--- config.mk ---
export PLATFORM = sky130hd
export DESIGN_NAME = lpa_regs
export DESIGN_NICKNAME = d
export VERILOG_FILES = /design/src/shared/lpa_pkg.sv /design/src/hdl/lpa_page_store.sv /design/src/hdl/lpa_regs.sv
export VERILOG_INCLUDE_DIRS = /design/src /design/src/shared
export SDC_FILE = /design/constraint.sdc
export NUM_CORES = 1
export LEC_CHECK = 0
export BUFFER_PORTS_ARGS = -buffer_cell sky130_fd_sc_hd__buf_4
export CAP_MARGIN = 15
export CORE_ASPECT_RATIO = 1.5
export CORE_MARGIN = 5
export CORE_UTILIZATION = 30
export DETAILED_ROUTE_END_ITERATION = 10
export PLACE_DENSITY = 0.57
export SLEW_MARGIN = 15
export SYNTH_ARGS = -nofsm -noshare
export SYNTH_HDL_FRONTEND = slang
export SYNTH_SLANG_ARGS = --single-unit
--- constraint.sdc ---
create_clock -name aclk -period 1.4 [get_ports aclk]
set_input_delay 0.28 -clock aclk [delete_from_list [all_inputs] [get_ports aclk]]
set_output_delay 0.28 -clock aclk [all_outputs]
set_load 0.05 [all_outputs]
--- src/shared/lpa_params.svh ---
// Register offsets, field positions and reset values of the partner ability block
`ifndef LPA_PARAMS_SVH
`define LPA_PARAMS_SVH

// Register indices; byte address is four times the index
`define LPA_IDX_PARTNER_ABILITY 6'h05
`define LPA_IDX_CONTROL 6'h10
`define LPA_IDX_STATUS 6'h11
`define LPA_IDX_LSB 2
`define LPA_IDX_MSB 7

// Partner ability word fields, both views
`define LPA_BIT_NEXT_PAGE 15
`define LPA_BIT_ACK 14
`define LPA_BIT_REMOTE_FAULT 13
`define LPA_BIT_RESERVED 12
`define LPA_BIT_ASYM_PAUSE 11
`define LPA_BIT_PAUSE 10
`define LPA_BIT_FOUR_PAIR 9
`define LPA_BIT_FAST_FULL 8
`define LPA_BIT_FAST_HALF 7
`define LPA_BIT_TEN_FULL 6
`define LPA_BIT_TEN_HALF 5
`define LPA_SELECTOR_MSB 4
`define LPA_BIT_MESSAGE_PAGE 13
`define LPA_BIT_CAN_COMPLY 12
`define LPA_BIT_TOGGLE 11
`define LPA_CODE_MSB 10

// Control register fields
`define LPA_CTRL_NP_SUPPORT 0
`define LPA_CTRL_FORCE_BASE 1
`define LPA_CTRL_WIDTH 2

// Status register fields
`define LPA_STAT_BASE_RX 0
`define LPA_STAT_NEXT_RX 1
`define LPA_STAT_VIEW_NEXT 2
`define LPA_STAT_AN_DONE 3
`define LPA_STAT_COUNT_LSB 8
`define LPA_STAT_COUNT_MSB 15

// Reset values
`define LPA_WORD_RESET 16'h0000
`define LPA_CTRL_RESET 2'h0
`define LPA_COUNT_RESET 8'h00
`define LPA_DATA_RESET 32'h0000_0000

// Bus responses
`define LPA_RESP_OKAY 2'h0
`define LPA_RESP_DECERR 2'h3

`endif

--- src/shared/lpa_pkg.sv ---
// Types shared by the partner ability register block
`default_nettype none
package lpa_pkg;

    // Base page as received from the partner
    typedef struct packed {
        logic next_page_request;
        logic ack;
        logic remote_fault_flag;
        logic reserved;
        logic asymmetric_pause_ability;
        logic pause_ability;
        logic four_pair_ability;
        logic fast_full_duplex_ability;
        logic fast_half_duplex_ability;
        logic ten_full_duplex_ability;
        logic ten_half_duplex_ability;
        logic [4:0] selector;
    } lpa_base_page_t;

    // Next page as received from the partner
    typedef struct packed {
        logic next_page_request;
        logic ack;
        logic message_page_flag;
        logic partner_can_comply;
        logic toggle;
        logic [10:0] code;
    } lpa_next_page_t;

    // Strobe and word from the negotiation engine
    typedef struct packed {
        logic valid;
        lpa_base_page_t word;
    } lpa_base_rx_t;

    typedef struct packed {
        logic valid;
        lpa_next_page_t word;
    } lpa_next_rx_t;

    typedef enum logic {
        LPA_VIEW_BASE = 1'b0,
        LPA_VIEW_NEXT = 1'b1
    } lpa_view_t;

endpackage
`default_nettype wire

--- src/hdl/lpa_page_store.sv ---
// Holds the received base and next pages and presents the selected view
`default_nettype none
`include "lpa_params.svh"
module lpa_page_store
    import lpa_pkg::*;
#(
    parameter int WORD_WIDTH = 16
) (
    input wire logic aclk,
    input wire logic aresetn,
    input wire logic base_load,
    input wire logic [WORD_WIDTH-1:0] base_word,
    input wire logic next_load,
    input wire logic [WORD_WIDTH-1:0] next_word,
    input wire logic show_next,
    output logic [WORD_WIDTH-1:0] view_word
);

    logic [WORD_WIDTH-1:0] base_q;
    logic [WORD_WIDTH-1:0] next_q;

    always_ff @(posedge aclk) begin
        if (!aresetn) begin
            base_q <= `LPA_WORD_RESET;
        end else if (base_load) begin
            base_q <= base_word;
            // Reserved position always reads back as zero
            base_q[`LPA_BIT_RESERVED] <= 1'b0;
        end
    end

    always_ff @(posedge aclk) begin
        if (!aresetn) begin
            next_q <= `LPA_WORD_RESET;
        end else if (next_load) begin
            next_q <= next_word;
        end
    end

    // Registered read port, one cycle behind a view change
    always_ff @(posedge aclk) begin
        if (!aresetn) begin
            view_word <= `LPA_WORD_RESET;
        end else begin
            view_word <= show_next ? next_q : base_q;
        end
    end

endmodule
`default_nettype wire

--- src/hdl/lpa_regs.sv ---
// Partner ability register bank with an AXI4-Lite slave port
// Notes on behaviour
// - Load partner ability word from negotiation; software sees it read-only.
// - With next pages supported, show received next page after negotiation completes.
// - Base view bit 15: partner requests next-page exchange; resets to 0.
// - Base view bit 14: partner acknowledged our word, set by negotiation.
// - Base view bit 13: partner signalled remote fault; resets to 0.
// - Base view bit 12 reserved: always reads 0; software writes it as 0.
// - Base view bit 11: partner supports asymmetric pause; resets to 0.
// - Base view bit 10: partner supports symmetric pause; resets to 0.
// - Base view bit 9: partner supports four-pair 100 Mb/s; resets to 0.
// - Base view bit 8: partner supports 100 Mb/s full duplex.
// - Base view bit 7: partner supports 100 Mb/s half duplex.
// - Base view bit 6: partner supports 10 Mb/s full duplex.
// - Base view bit 5: partner supports 10 Mb/s half duplex.
// - Bits 4..0 hold partner's protocol selector as received; reset zero.
// - Next-page view at same address; bit 15 requests further next pages.
// - Next-page view: bit 13 message page flag, bits 10..0 code field.
// - Next-page view: bit 12 can comply, bit 11 received toggle.
//
// The implementer's own choice: the AXI4-Lite slave port.
`default_nettype none
`include "lpa_params.svh"
module lpa_regs
    import lpa_pkg::*;
#(
    parameter int ADDR_WIDTH = 8,
    parameter int WORD_WIDTH = 16,
    parameter int COUNT_WIDTH = 8
) (
    input wire logic aclk,
    input wire logic aresetn,
    input wire logic [ADDR_WIDTH-1:0] s_axi_awaddr,
    input wire logic [2:0] s_axi_awprot,
    input wire logic s_axi_awvalid,
    output logic s_axi_awready,
    input wire logic [31:0] s_axi_wdata,
    input wire logic [3:0] s_axi_wstrb,
    input wire logic s_axi_wvalid,
    output logic s_axi_wready,
    output logic [1:0] s_axi_bresp,
    output logic s_axi_bvalid,
    input wire logic s_axi_bready,
    input wire logic [ADDR_WIDTH-1:0] s_axi_araddr,
    input wire logic [2:0] s_axi_arprot,
    input wire logic s_axi_arvalid,
    output logic s_axi_arready,
    output logic [31:0] s_axi_rdata,
    output logic [1:0] s_axi_rresp,
    output logic s_axi_rvalid,
    input wire logic s_axi_rready,
    input wire lpa_base_rx_t base_rx,
    input wire lpa_next_rx_t next_rx,
    input wire logic an_complete,
    input wire logic an_restart,
    output logic [WORD_WIDTH-1:0] partner_ability_word,
    output logic partner_view_next
);

    // Register index from a byte address
    function automatic logic [5:0] reg_index(input logic [ADDR_WIDTH-1:0] addr);
        reg_index = addr[`LPA_IDX_MSB:`LPA_IDX_LSB];
    endfunction

    // Whether an index names a mapped register
    function automatic logic reg_mapped(input logic [5:0] idx);
        reg_mapped = (idx == `LPA_IDX_PARTNER_ABILITY) || (idx == `LPA_IDX_CONTROL) ||
                     (idx == `LPA_IDX_STATUS);
    endfunction

    logic [ADDR_WIDTH-1:0] aw_addr;
    logic aw_held;
    logic [31:0] w_data;
    logic [3:0] w_strb;
    logic w_held;
    logic [`LPA_CTRL_WIDTH-1:0] control;
    logic base_seen;
    logic next_seen;
    logic an_done;
    logic [COUNT_WIDTH-1:0] next_count;
    lpa_view_t view;
    lpa_view_t next_view;
    logic [WORD_WIDTH-1:0] view_word;
    logic write_fire;
    logic [5:0] wr_idx;
    logic [5:0] rd_idx;
    logic clear_base;
    logic clear_next;
    logic show_next;
    logic [31:0] status_word;

    assign write_fire = aw_held && w_held && !s_axi_bvalid;
    assign wr_idx = reg_index(aw_addr);
    assign rd_idx = reg_index(s_axi_araddr);
    assign clear_base = write_fire && (wr_idx == `LPA_IDX_STATUS) && w_strb[0] &&
                        w_data[`LPA_STAT_BASE_RX];
    assign clear_next = write_fire && (wr_idx == `LPA_IDX_STATUS) && w_strb[0] &&
                        w_data[`LPA_STAT_NEXT_RX];
    // Software can still look back at the base page after next pages arrive
    assign show_next = (view == LPA_VIEW_NEXT) && !control[`LPA_CTRL_FORCE_BASE];

    always_comb begin
        status_word = `LPA_DATA_RESET;
        status_word[`LPA_STAT_BASE_RX] = base_seen;
        status_word[`LPA_STAT_NEXT_RX] = next_seen;
        status_word[`LPA_STAT_VIEW_NEXT] = show_next;
        status_word[`LPA_STAT_AN_DONE] = an_done;
        status_word[`LPA_STAT_COUNT_MSB:`LPA_STAT_COUNT_LSB] = next_count;
    end

    // The page words themselves live in the store
    lpa_page_store #(
        .WORD_WIDTH(WORD_WIDTH)
    ) u_store (
        .aclk(aclk),
        .aresetn(aresetn),
        .base_load(base_rx.valid),
        .base_word(base_rx.word),
        .next_load(next_rx.valid),
        .next_word(next_rx.word),
        .show_next(show_next),
        .view_word(view_word)
    );

    // Write address channel
    always_ff @(posedge aclk) begin
        if (!aresetn) begin
            aw_held <= 1'b0;
            aw_addr <= '0;
            s_axi_awready <= 1'b1;
        end else if (s_axi_awvalid && s_axi_awready) begin
            aw_held <= 1'b1;
            aw_addr <= s_axi_awaddr;
            s_axi_awready <= 1'b0;
        end else if (s_axi_bvalid && s_axi_bready) begin
            aw_held <= 1'b0;
            s_axi_awready <= 1'b1;
        end
    end

    // Write data channel, taken independently of the address
    always_ff @(posedge aclk) begin
        if (!aresetn) begin
            w_held <= 1'b0;
            w_data <= `LPA_DATA_RESET;
            w_strb <= 4'h0;
            s_axi_wready <= 1'b1;
        end else if (s_axi_wvalid && s_axi_wready) begin
            w_held <= 1'b1;
            w_data <= s_axi_wdata;
            w_strb <= s_axi_wstrb;
            s_axi_wready <= 1'b0;
        end else if (s_axi_bvalid && s_axi_bready) begin
            w_held <= 1'b0;
            s_axi_wready <= 1'b1;
        end
    end

    // Write response; the ability word accepts the write but keeps its value
    always_ff @(posedge aclk) begin
        if (!aresetn) begin
            s_axi_bvalid <= 1'b0;
            s_axi_bresp <= `LPA_RESP_OKAY;
        end else if (write_fire) begin
            s_axi_bvalid <= 1'b1;
            s_axi_bresp <= reg_mapped(wr_idx) ? `LPA_RESP_OKAY : `LPA_RESP_DECERR;
        end else if (s_axi_bready) begin
            s_axi_bvalid <= 1'b0;
        end
    end

    // Control register
    always_ff @(posedge aclk) begin
        if (!aresetn) begin
            control <= `LPA_CTRL_RESET;
        end else if (write_fire && (wr_idx == `LPA_IDX_CONTROL) && w_strb[0]) begin
            control <= w_data[`LPA_CTRL_WIDTH-1:0];
        end
    end

    // Sticky receive flags; a new page wins over a clear in the same cycle
    always_ff @(posedge aclk) begin
        if (!aresetn) begin
            base_seen <= 1'b0;
        end else if (base_rx.valid) begin
            base_seen <= 1'b1;
        end else if (clear_base) begin
            base_seen <= 1'b0;
        end
    end

    always_ff @(posedge aclk) begin
        if (!aresetn) begin
            next_seen <= 1'b0;
        end else if (next_rx.valid) begin
            next_seen <= 1'b1;
        end else if (clear_next) begin
            next_seen <= 1'b0;
        end
    end

    // Next page count, saturating, restarted with each negotiation
    always_ff @(posedge aclk) begin
        if (!aresetn) begin
            next_count <= `LPA_COUNT_RESET;
        end else if (an_restart) begin
            next_count <= `LPA_COUNT_RESET;
        end else if (next_rx.valid && !(&next_count)) begin
            next_count <= next_count + COUNT_WIDTH'(1);
        end
    end

    // Completion seen for the current negotiation
    always_ff @(posedge aclk) begin
        if (!aresetn) begin
            an_done <= 1'b0;
        end else if (an_restart) begin
            an_done <= 1'b0;
        end else if (an_complete) begin
            an_done <= 1'b1;
        end
    end

    // View selection
    always_comb begin
        next_view = view;
        unique case (view)
            LPA_VIEW_BASE: begin
                if (!an_restart && an_complete && control[`LPA_CTRL_NP_SUPPORT] &&
                    (next_seen || next_rx.valid)) begin
                    next_view = LPA_VIEW_NEXT;
                end
            end
            LPA_VIEW_NEXT: begin
                if (an_restart || !control[`LPA_CTRL_NP_SUPPORT]) begin
                    next_view = LPA_VIEW_BASE;
                end
            end
        endcase
    end

    always_ff @(posedge aclk) begin
        if (!aresetn) begin
            view <= LPA_VIEW_BASE;
        end else begin
            view <= next_view;
        end
    end

    // Read channel, one request at a time
    always_ff @(posedge aclk) begin
        if (!aresetn) begin
            s_axi_arready <= 1'b1;
            s_axi_rvalid <= 1'b0;
            s_axi_rdata <= `LPA_DATA_RESET;
            s_axi_rresp <= `LPA_RESP_OKAY;
        end else if (s_axi_arvalid && s_axi_arready) begin
            s_axi_arready <= 1'b0;
            s_axi_rvalid <= 1'b1;
            s_axi_rresp <= reg_mapped(rd_idx) ? `LPA_RESP_OKAY : `LPA_RESP_DECERR;
            if (rd_idx == `LPA_IDX_PARTNER_ABILITY) begin
                s_axi_rdata <= {{(32 - WORD_WIDTH){1'b0}}, view_word};
            end else if (rd_idx == `LPA_IDX_CONTROL) begin
                s_axi_rdata <= {{(32 - `LPA_CTRL_WIDTH){1'b0}}, control};
            end else if (rd_idx == `LPA_IDX_STATUS) begin
                s_axi_rdata <= status_word;
            end else begin
                s_axi_rdata <= `LPA_DATA_RESET;
            end
        end else if (s_axi_rvalid && s_axi_rready) begin
            s_axi_rvalid <= 1'b0;
            s_axi_arready <= 1'b1;
        end
    end

    // Registered copies for the rest of the transceiver
    always_ff @(posedge aclk) begin
        if (!aresetn) begin
            partner_ability_word <= `LPA_WORD_RESET;
            partner_view_next <= 1'b0;
        end else begin
            partner_ability_word <= view_word;
            partner_view_next <= show_next;
        end
    end

endmodule
`default_nettype wire

## Word level (Yosys, flattened, before mapping)

Index checks and enable logic that the tools add are counted.

| cells by class | value |
|---|---|
| reductions and logical operators | 38 |
| bitwise operators | 2 |
| eq/ne operators | 6 |
| muxes and demuxes | 25 |
| add/sub/neg operators | 1 |

Operators with widths:

| kind | count |
|---|---|
| $mux W16 | 4 |
| $eq A6 B5 Y1 const B | 4 |
| $logic_and A1 B1 Y1 | 18 |
| $mux W1 | 18 |
| $eq A6 B3 Y1 const B | 2 |
| $reduce_bool A2 Y1 | 6 |
| $add A8 B1 Y8 const B | 1 |
| $reduce_and A8 Y1 | 1 |
| $logic_or A1 B1 Y1 | 6 |
| $logic_not A1 Y1 | 5 |
| $mux W2 | 2 |
| $not A1 Y1 | 2 |
| $pmux W1 S2 | 1 |
| $reduce_and A2 Y1 | 1 |
| $reduce_or A2 Y1 | 1 |

| word-level totals | value |
|---|---|
| bits in registers | 132 |
| output and inout bits | 58 |
| word-level logic and storage cells | 97 |
| input port bits | 101 |

## Logic depth before layout (Yosys ltp)

| depth | value |
|---|---|
| depth after elaboration | 7 |
| mapped depth | 5 |
| depth with buffers taken out | 4 |

## By module

From an unflattened synthesis, not the netlist that was laid out.

| unflattened totals | value |
|---|---|
| cell total of the unflattened synthesis | 436 |
| area total of the unflattened synthesis | 4,414.2 µm² |

By module, submodules not included:

| module | instances | area an instance (µm²) | cells each | seq. area each (µm²) |
|---|---|---|---|---|
| lpa_regs | 1 | 2,601.2 | 285 | 1,301.2 |
| lpa_page_store | 1 | 1,813.0 | 151 | 940.9 |

## Worst setup path after synthesis

OpenSTA, ideal clock, no wires.

| timing | value |
|---|---|
| path type | reg-to-reg |
| from | register s_axi_arready |
| to | register s_axi_rdata[13] |
| data required time | 1,281 ps |
| slack | -285 ps |
| stages on the path, launching flop included | 5 |
| data arrival time | 1,566 ps |
| buffers on the path | 1 |
| clock period less this slack | 1,685 ps |
| setup time | 119 ps |
| cell sequence | dfxtp_1 -> nand2_1 -> clkbuf_1 -> a31o_2 -> o221a_2 |

| on the way | value |
|---|---|
| longest elaborated chain between the ends | 1 |

RTL lines:

| item | RTL line | source |
|---|---|---|
| start: declaration | lpa_regs.sv:47 | `output logic s_axi_arready,` |
| start signal: assignment | lpa_regs.sv:253 | `s_axi_arready <= 1'b1;` |
| start signal: assignment | lpa_regs.sv:258 | `s_axi_arready <= 1'b0;` |
| start signal: assignment | lpa_regs.sv:272 | `s_axi_arready <= 1'b1;` |
| $logic_and A1 B1 Y1 | lpa_regs.sv:257 | `end else if (s_axi_arvalid && s_axi_arready) begin` |
| end signal: assignment | lpa_regs.sv:255 | `` s_axi_rdata <= `LPA_DATA_RESET; `` |
| end signal: assignment | lpa_regs.sv:262 | `s_axi_rdata <= {{(32 - WORD_WIDTH){1'b0}}, view_word};` |
| end signal: assignment | lpa_regs.sv:264 | `` s_axi_rdata <= {{(32 - `LPA_CTRL_WIDTH){1'b0}}, control}; `` |
| end: declaration | lpa_regs.sv:48 | `output logic [31:0] s_axi_rdata,` |

Every way passes these cells.
A chain may end at the register's enable or synchronous reset.

## Final worst setup path

| timing | value |
|---|---|
| from | register next_count[1] |
| to | register next_count[7] |

| on the way | value |
|---|---|
| longest elaborated chain between the ends | 3 |
| elaborated cells on any way between the ends | 4 |
| those cells by class | 1 x add/sub; 3 x reduce/logical |

RTL lines:

| item | RTL line | source |
|---|---|---|
| start: declaration | lpa_regs.sv:80 | `logic [COUNT_WIDTH-1:0] next_count;` |
| start signal: assignment | lpa_regs.sv:205 | `` next_count <= `LPA_COUNT_RESET; `` |
| start signal: assignment | lpa_regs.sv:207 | `` next_count <= `LPA_COUNT_RESET; `` |
| start signal: assignment | lpa_regs.sv:209 | `next_count <= next_count + COUNT_WIDTH'(1);` |
| parallel branches: the longest is 3 deep, another holds $add A8 B1 Y8 | - |  |

Several ways; the timed one is not identified.

==> results.ini <==
[detailed_routing]
dr.pass1.iters = 4
wl_per_cell_um = 14.79
via_count = 3485
drtIter0Drc = 108
wl_mm = 11.27
ant_nets = 0
avgViaCountPerCell = 4.573
post-route-drc-count = 0

[logic_synthesis]
syn_area_mm2 = 0.004499
synth_seq_cells = 112
syn_area_per_cell_um2 = 9.614
synth_cell_types = 41
synth_edf_count = 0
ys_warn_count = 0
seq_area_frac_synth_pct = 49.83
ys.flop_type = dfxtp_1
synthArstFlopShare_pct = 0
syn_inst = 468

[timing]
hold_violations = 0
drv_slew = 0
fmax_ghz = 0.7315
post-route-period-util_pct = 97.65
finalSetupViolations = 0
clock-skew-final_ps = 7.972
grt_setup_unrepaired = no
period_minus_slack_ps = 1367

[cts]
clock_latency_ps = 340
htreeDepth = 3
clockRootBuffer = clkbuf_16
postCtsSetupBuffers = 0
cts_buffers = 9
clk_pin_slew_worst_paths_ps = 70
cts.path.max_buffers = 2
cts_tree = built
cts.sinks = 112

[cells_and_area]
fin_util_pct = 39.32
fillCellCount = 1464
final_cell_count_no_fill = 762
fin_nets = 663
drive_gt1_share_pct = 27.92
n_antenna_cell = 0
syn_to_final_growth_pct = 28.11

[floorplan]
die_area_mm2 = 0.01760
boundaryPins = 159
die_x_um = 110.0
fp-row-count = 54
die_h_um = 160.0
initial_utilization_pct = 30.69
coreArea_mm2 = 0.01466

[global_routing]
grt_antenna_before_repair = 0
track_usage_pct = 12.82
grt_pass1_vias = 3562
grt_max_degree = 55
grt_overflow = 0
grt_pass1_wl_mm = 17.78

[critical_path]
max_stage_delay_ps = 370
cp-start-kind = register
worst_ep_arrival_time_ps = 1590
required_ps = 1620
worstSetupPathType = reg -> reg
crit_fanout = 4
crit_chain = ha_1 > and2_1 > o41ai_1 > a21oi_1
endpoint_kind = register
worst_path_max_delay_cell = o41ai_1

[run_status]
status = finished, final reports clean

[worst_hold_path]
hold_class = in -> reg

[placement]
dp.cells = 746
gp_congestion = 0.7800
portBuffers = 98
dp_hpwl_mm = 8.247

[power_and_ir_drop]
max-vdd-ir-drop_mv = 0.6048
power_density_mw_per_mm2 = 1213
p_leak_uw = 0.002387

[job]
max_cap_violations = 0

path summary, 6_finish.rpt:
check	endpoint	cells after the start	slack (ps)	startpoint
max reg2reg	next_count[7]	4	30	next_count[1]
max	next_count[7]	4	30	next_count[1]
min	an_done	3	180	an_complete
min reg2reg	view	2	460	control[0]
power breakdown:
| group | leakage [uW] | internal, uW | total, uW | switching [uW] |
|---|---|---|---|---|
| registers | 0.000918 | 3330 | 3430 | 94.6 |
| logic | 0.00133 | 380 | 948 | 569 |
| clock network | 0.000143 | 1450 | 2620 | 1160 |
cells in the mapped netlist (all sizes together), types with 2 or more instances:
cell      n  area share [%]
nor2      2            0.17
nor2b    35             4.9
o221a     9             2.3
mux2i    36             8.0
or3       3            0.42
dfxtp   112              50
nand4     5            0.70
buf      30             4.5
a31o     10             1.9
and3      3            0.42
a21oi     7            0.78
nand2    65             5.4
mux2      3            0.75
a31oi     7            0.97
nand3b    3            0.50
nor3     13             1.6
nand3    12             1.3
nand2b    5            0.70
a21boi   32             5.3
clkbuf   18             1.5
and4      2            0.39
o21ai    11             1.2
a211oi    2            0.33
inv      12             1.0
and2     20             2.8
registers in the layout (all words and copies together), names as in the netlist, 2 cells and up:
signal and count:
u_store.next_q 16, partner_ability_word 16, control 2, w_data 2
next_count 8, u_store.view_word 16, u_store.base_q 15, s_axi_rdata 16
aw_addr 6
cells in the final DEF (no fill, tap or decap), drive strengths merged, types with 12 or more instances in the layout:
cell type	count
a21boi	32
and2	20
buf	115
conb	16
dfxtp	112
inv	14
mux2i	36
nand2	65
nand3	12
nor2b	35
nor3	13
timing repair:
| action | 4_1_cts | 5_1_grt |
|---|---|---|
| cloned | 0 | 0 |
| resized for setup | 1 | 1 |
| endpoints found under the setup margin | 2 | 1 |
| pin swaps | 1 | 0 |
| hold endpoints to repair | 0 | 0 |
| hold buffers | 0 | 0 |
kinds of logic (layout without fill, tap and decap cells):
kind of cell             count (synthesis)  count (layout)  share of synthesized area [%]
AND/OR/NAND/NOR                        172             172                          20.08
flip-flops                             112             112                          49.83
AO/OA/AOI/OAI                           83              83                          13.90
buffers and inverters                   60             143                          7.063
multiplexers                            39              39                          8.760
adder cells (fa/ha/maj)                  1               1                         0.2780
other                                    1              16                        0.08335
metrics by stage:
stage	TNS, ps	hold WS (ps)	setup WS [ps]	total power, uW	area (um2)
5_1_grt	0	195.3	2.543	7296	5764
3_5_place_dp	-314.0	446.7	-120.8	4453	5446
3_3_place_gp	-185.7	438.7	-125.2	4438	5446
6_report	0	180.2	32.94	6991	5764
4_1_cts	0	170.1	9.589	7068	5759
2_1_floorplan	0	395.8	38.35	4139	4561
critical path: cells and delay by family (launching register included):
kind / cells / cell delay (ps)
flops: 1 / 360
compound gates: 2 / 470
fa+ha+maj: 1 / 210
simple gates: 1 / 220
routing by layer:
| layer | GRT usage [%] | wire length, um | vias to the layer above |
|---|---|---|---|
| li1 | - | - | 1758 |
| met1 | 15.90 | 4966 | 1625 |
| met2 | 21.85 | 5561 | 88 |
| met3 | 2.060 | 496 | 14 |
| met4 | 4.878 | 248 | 0 |
| met5 | 0 | 0 | - |
cell type report:
| type | instances | area, um2 | area share (%) |
|---|---|---|---|
| repair buffers | 115 | 913.4 | 15.85 |
| clock buffers | 11 | 242.7 | 4.211 |
| multi-input cells | 311 | 2008 | 34.84 |
| clock inverters | 5 | 62.56 | 1.085 |
| inverters | 12 | 45.04 | 0.7814 |
| well taps | 196 | 245.2 | 4.254 |
| flip-flops and latches | 112 | 2247 | 38.98 |
Note: power is estimated with default switching activity, not from simulation.
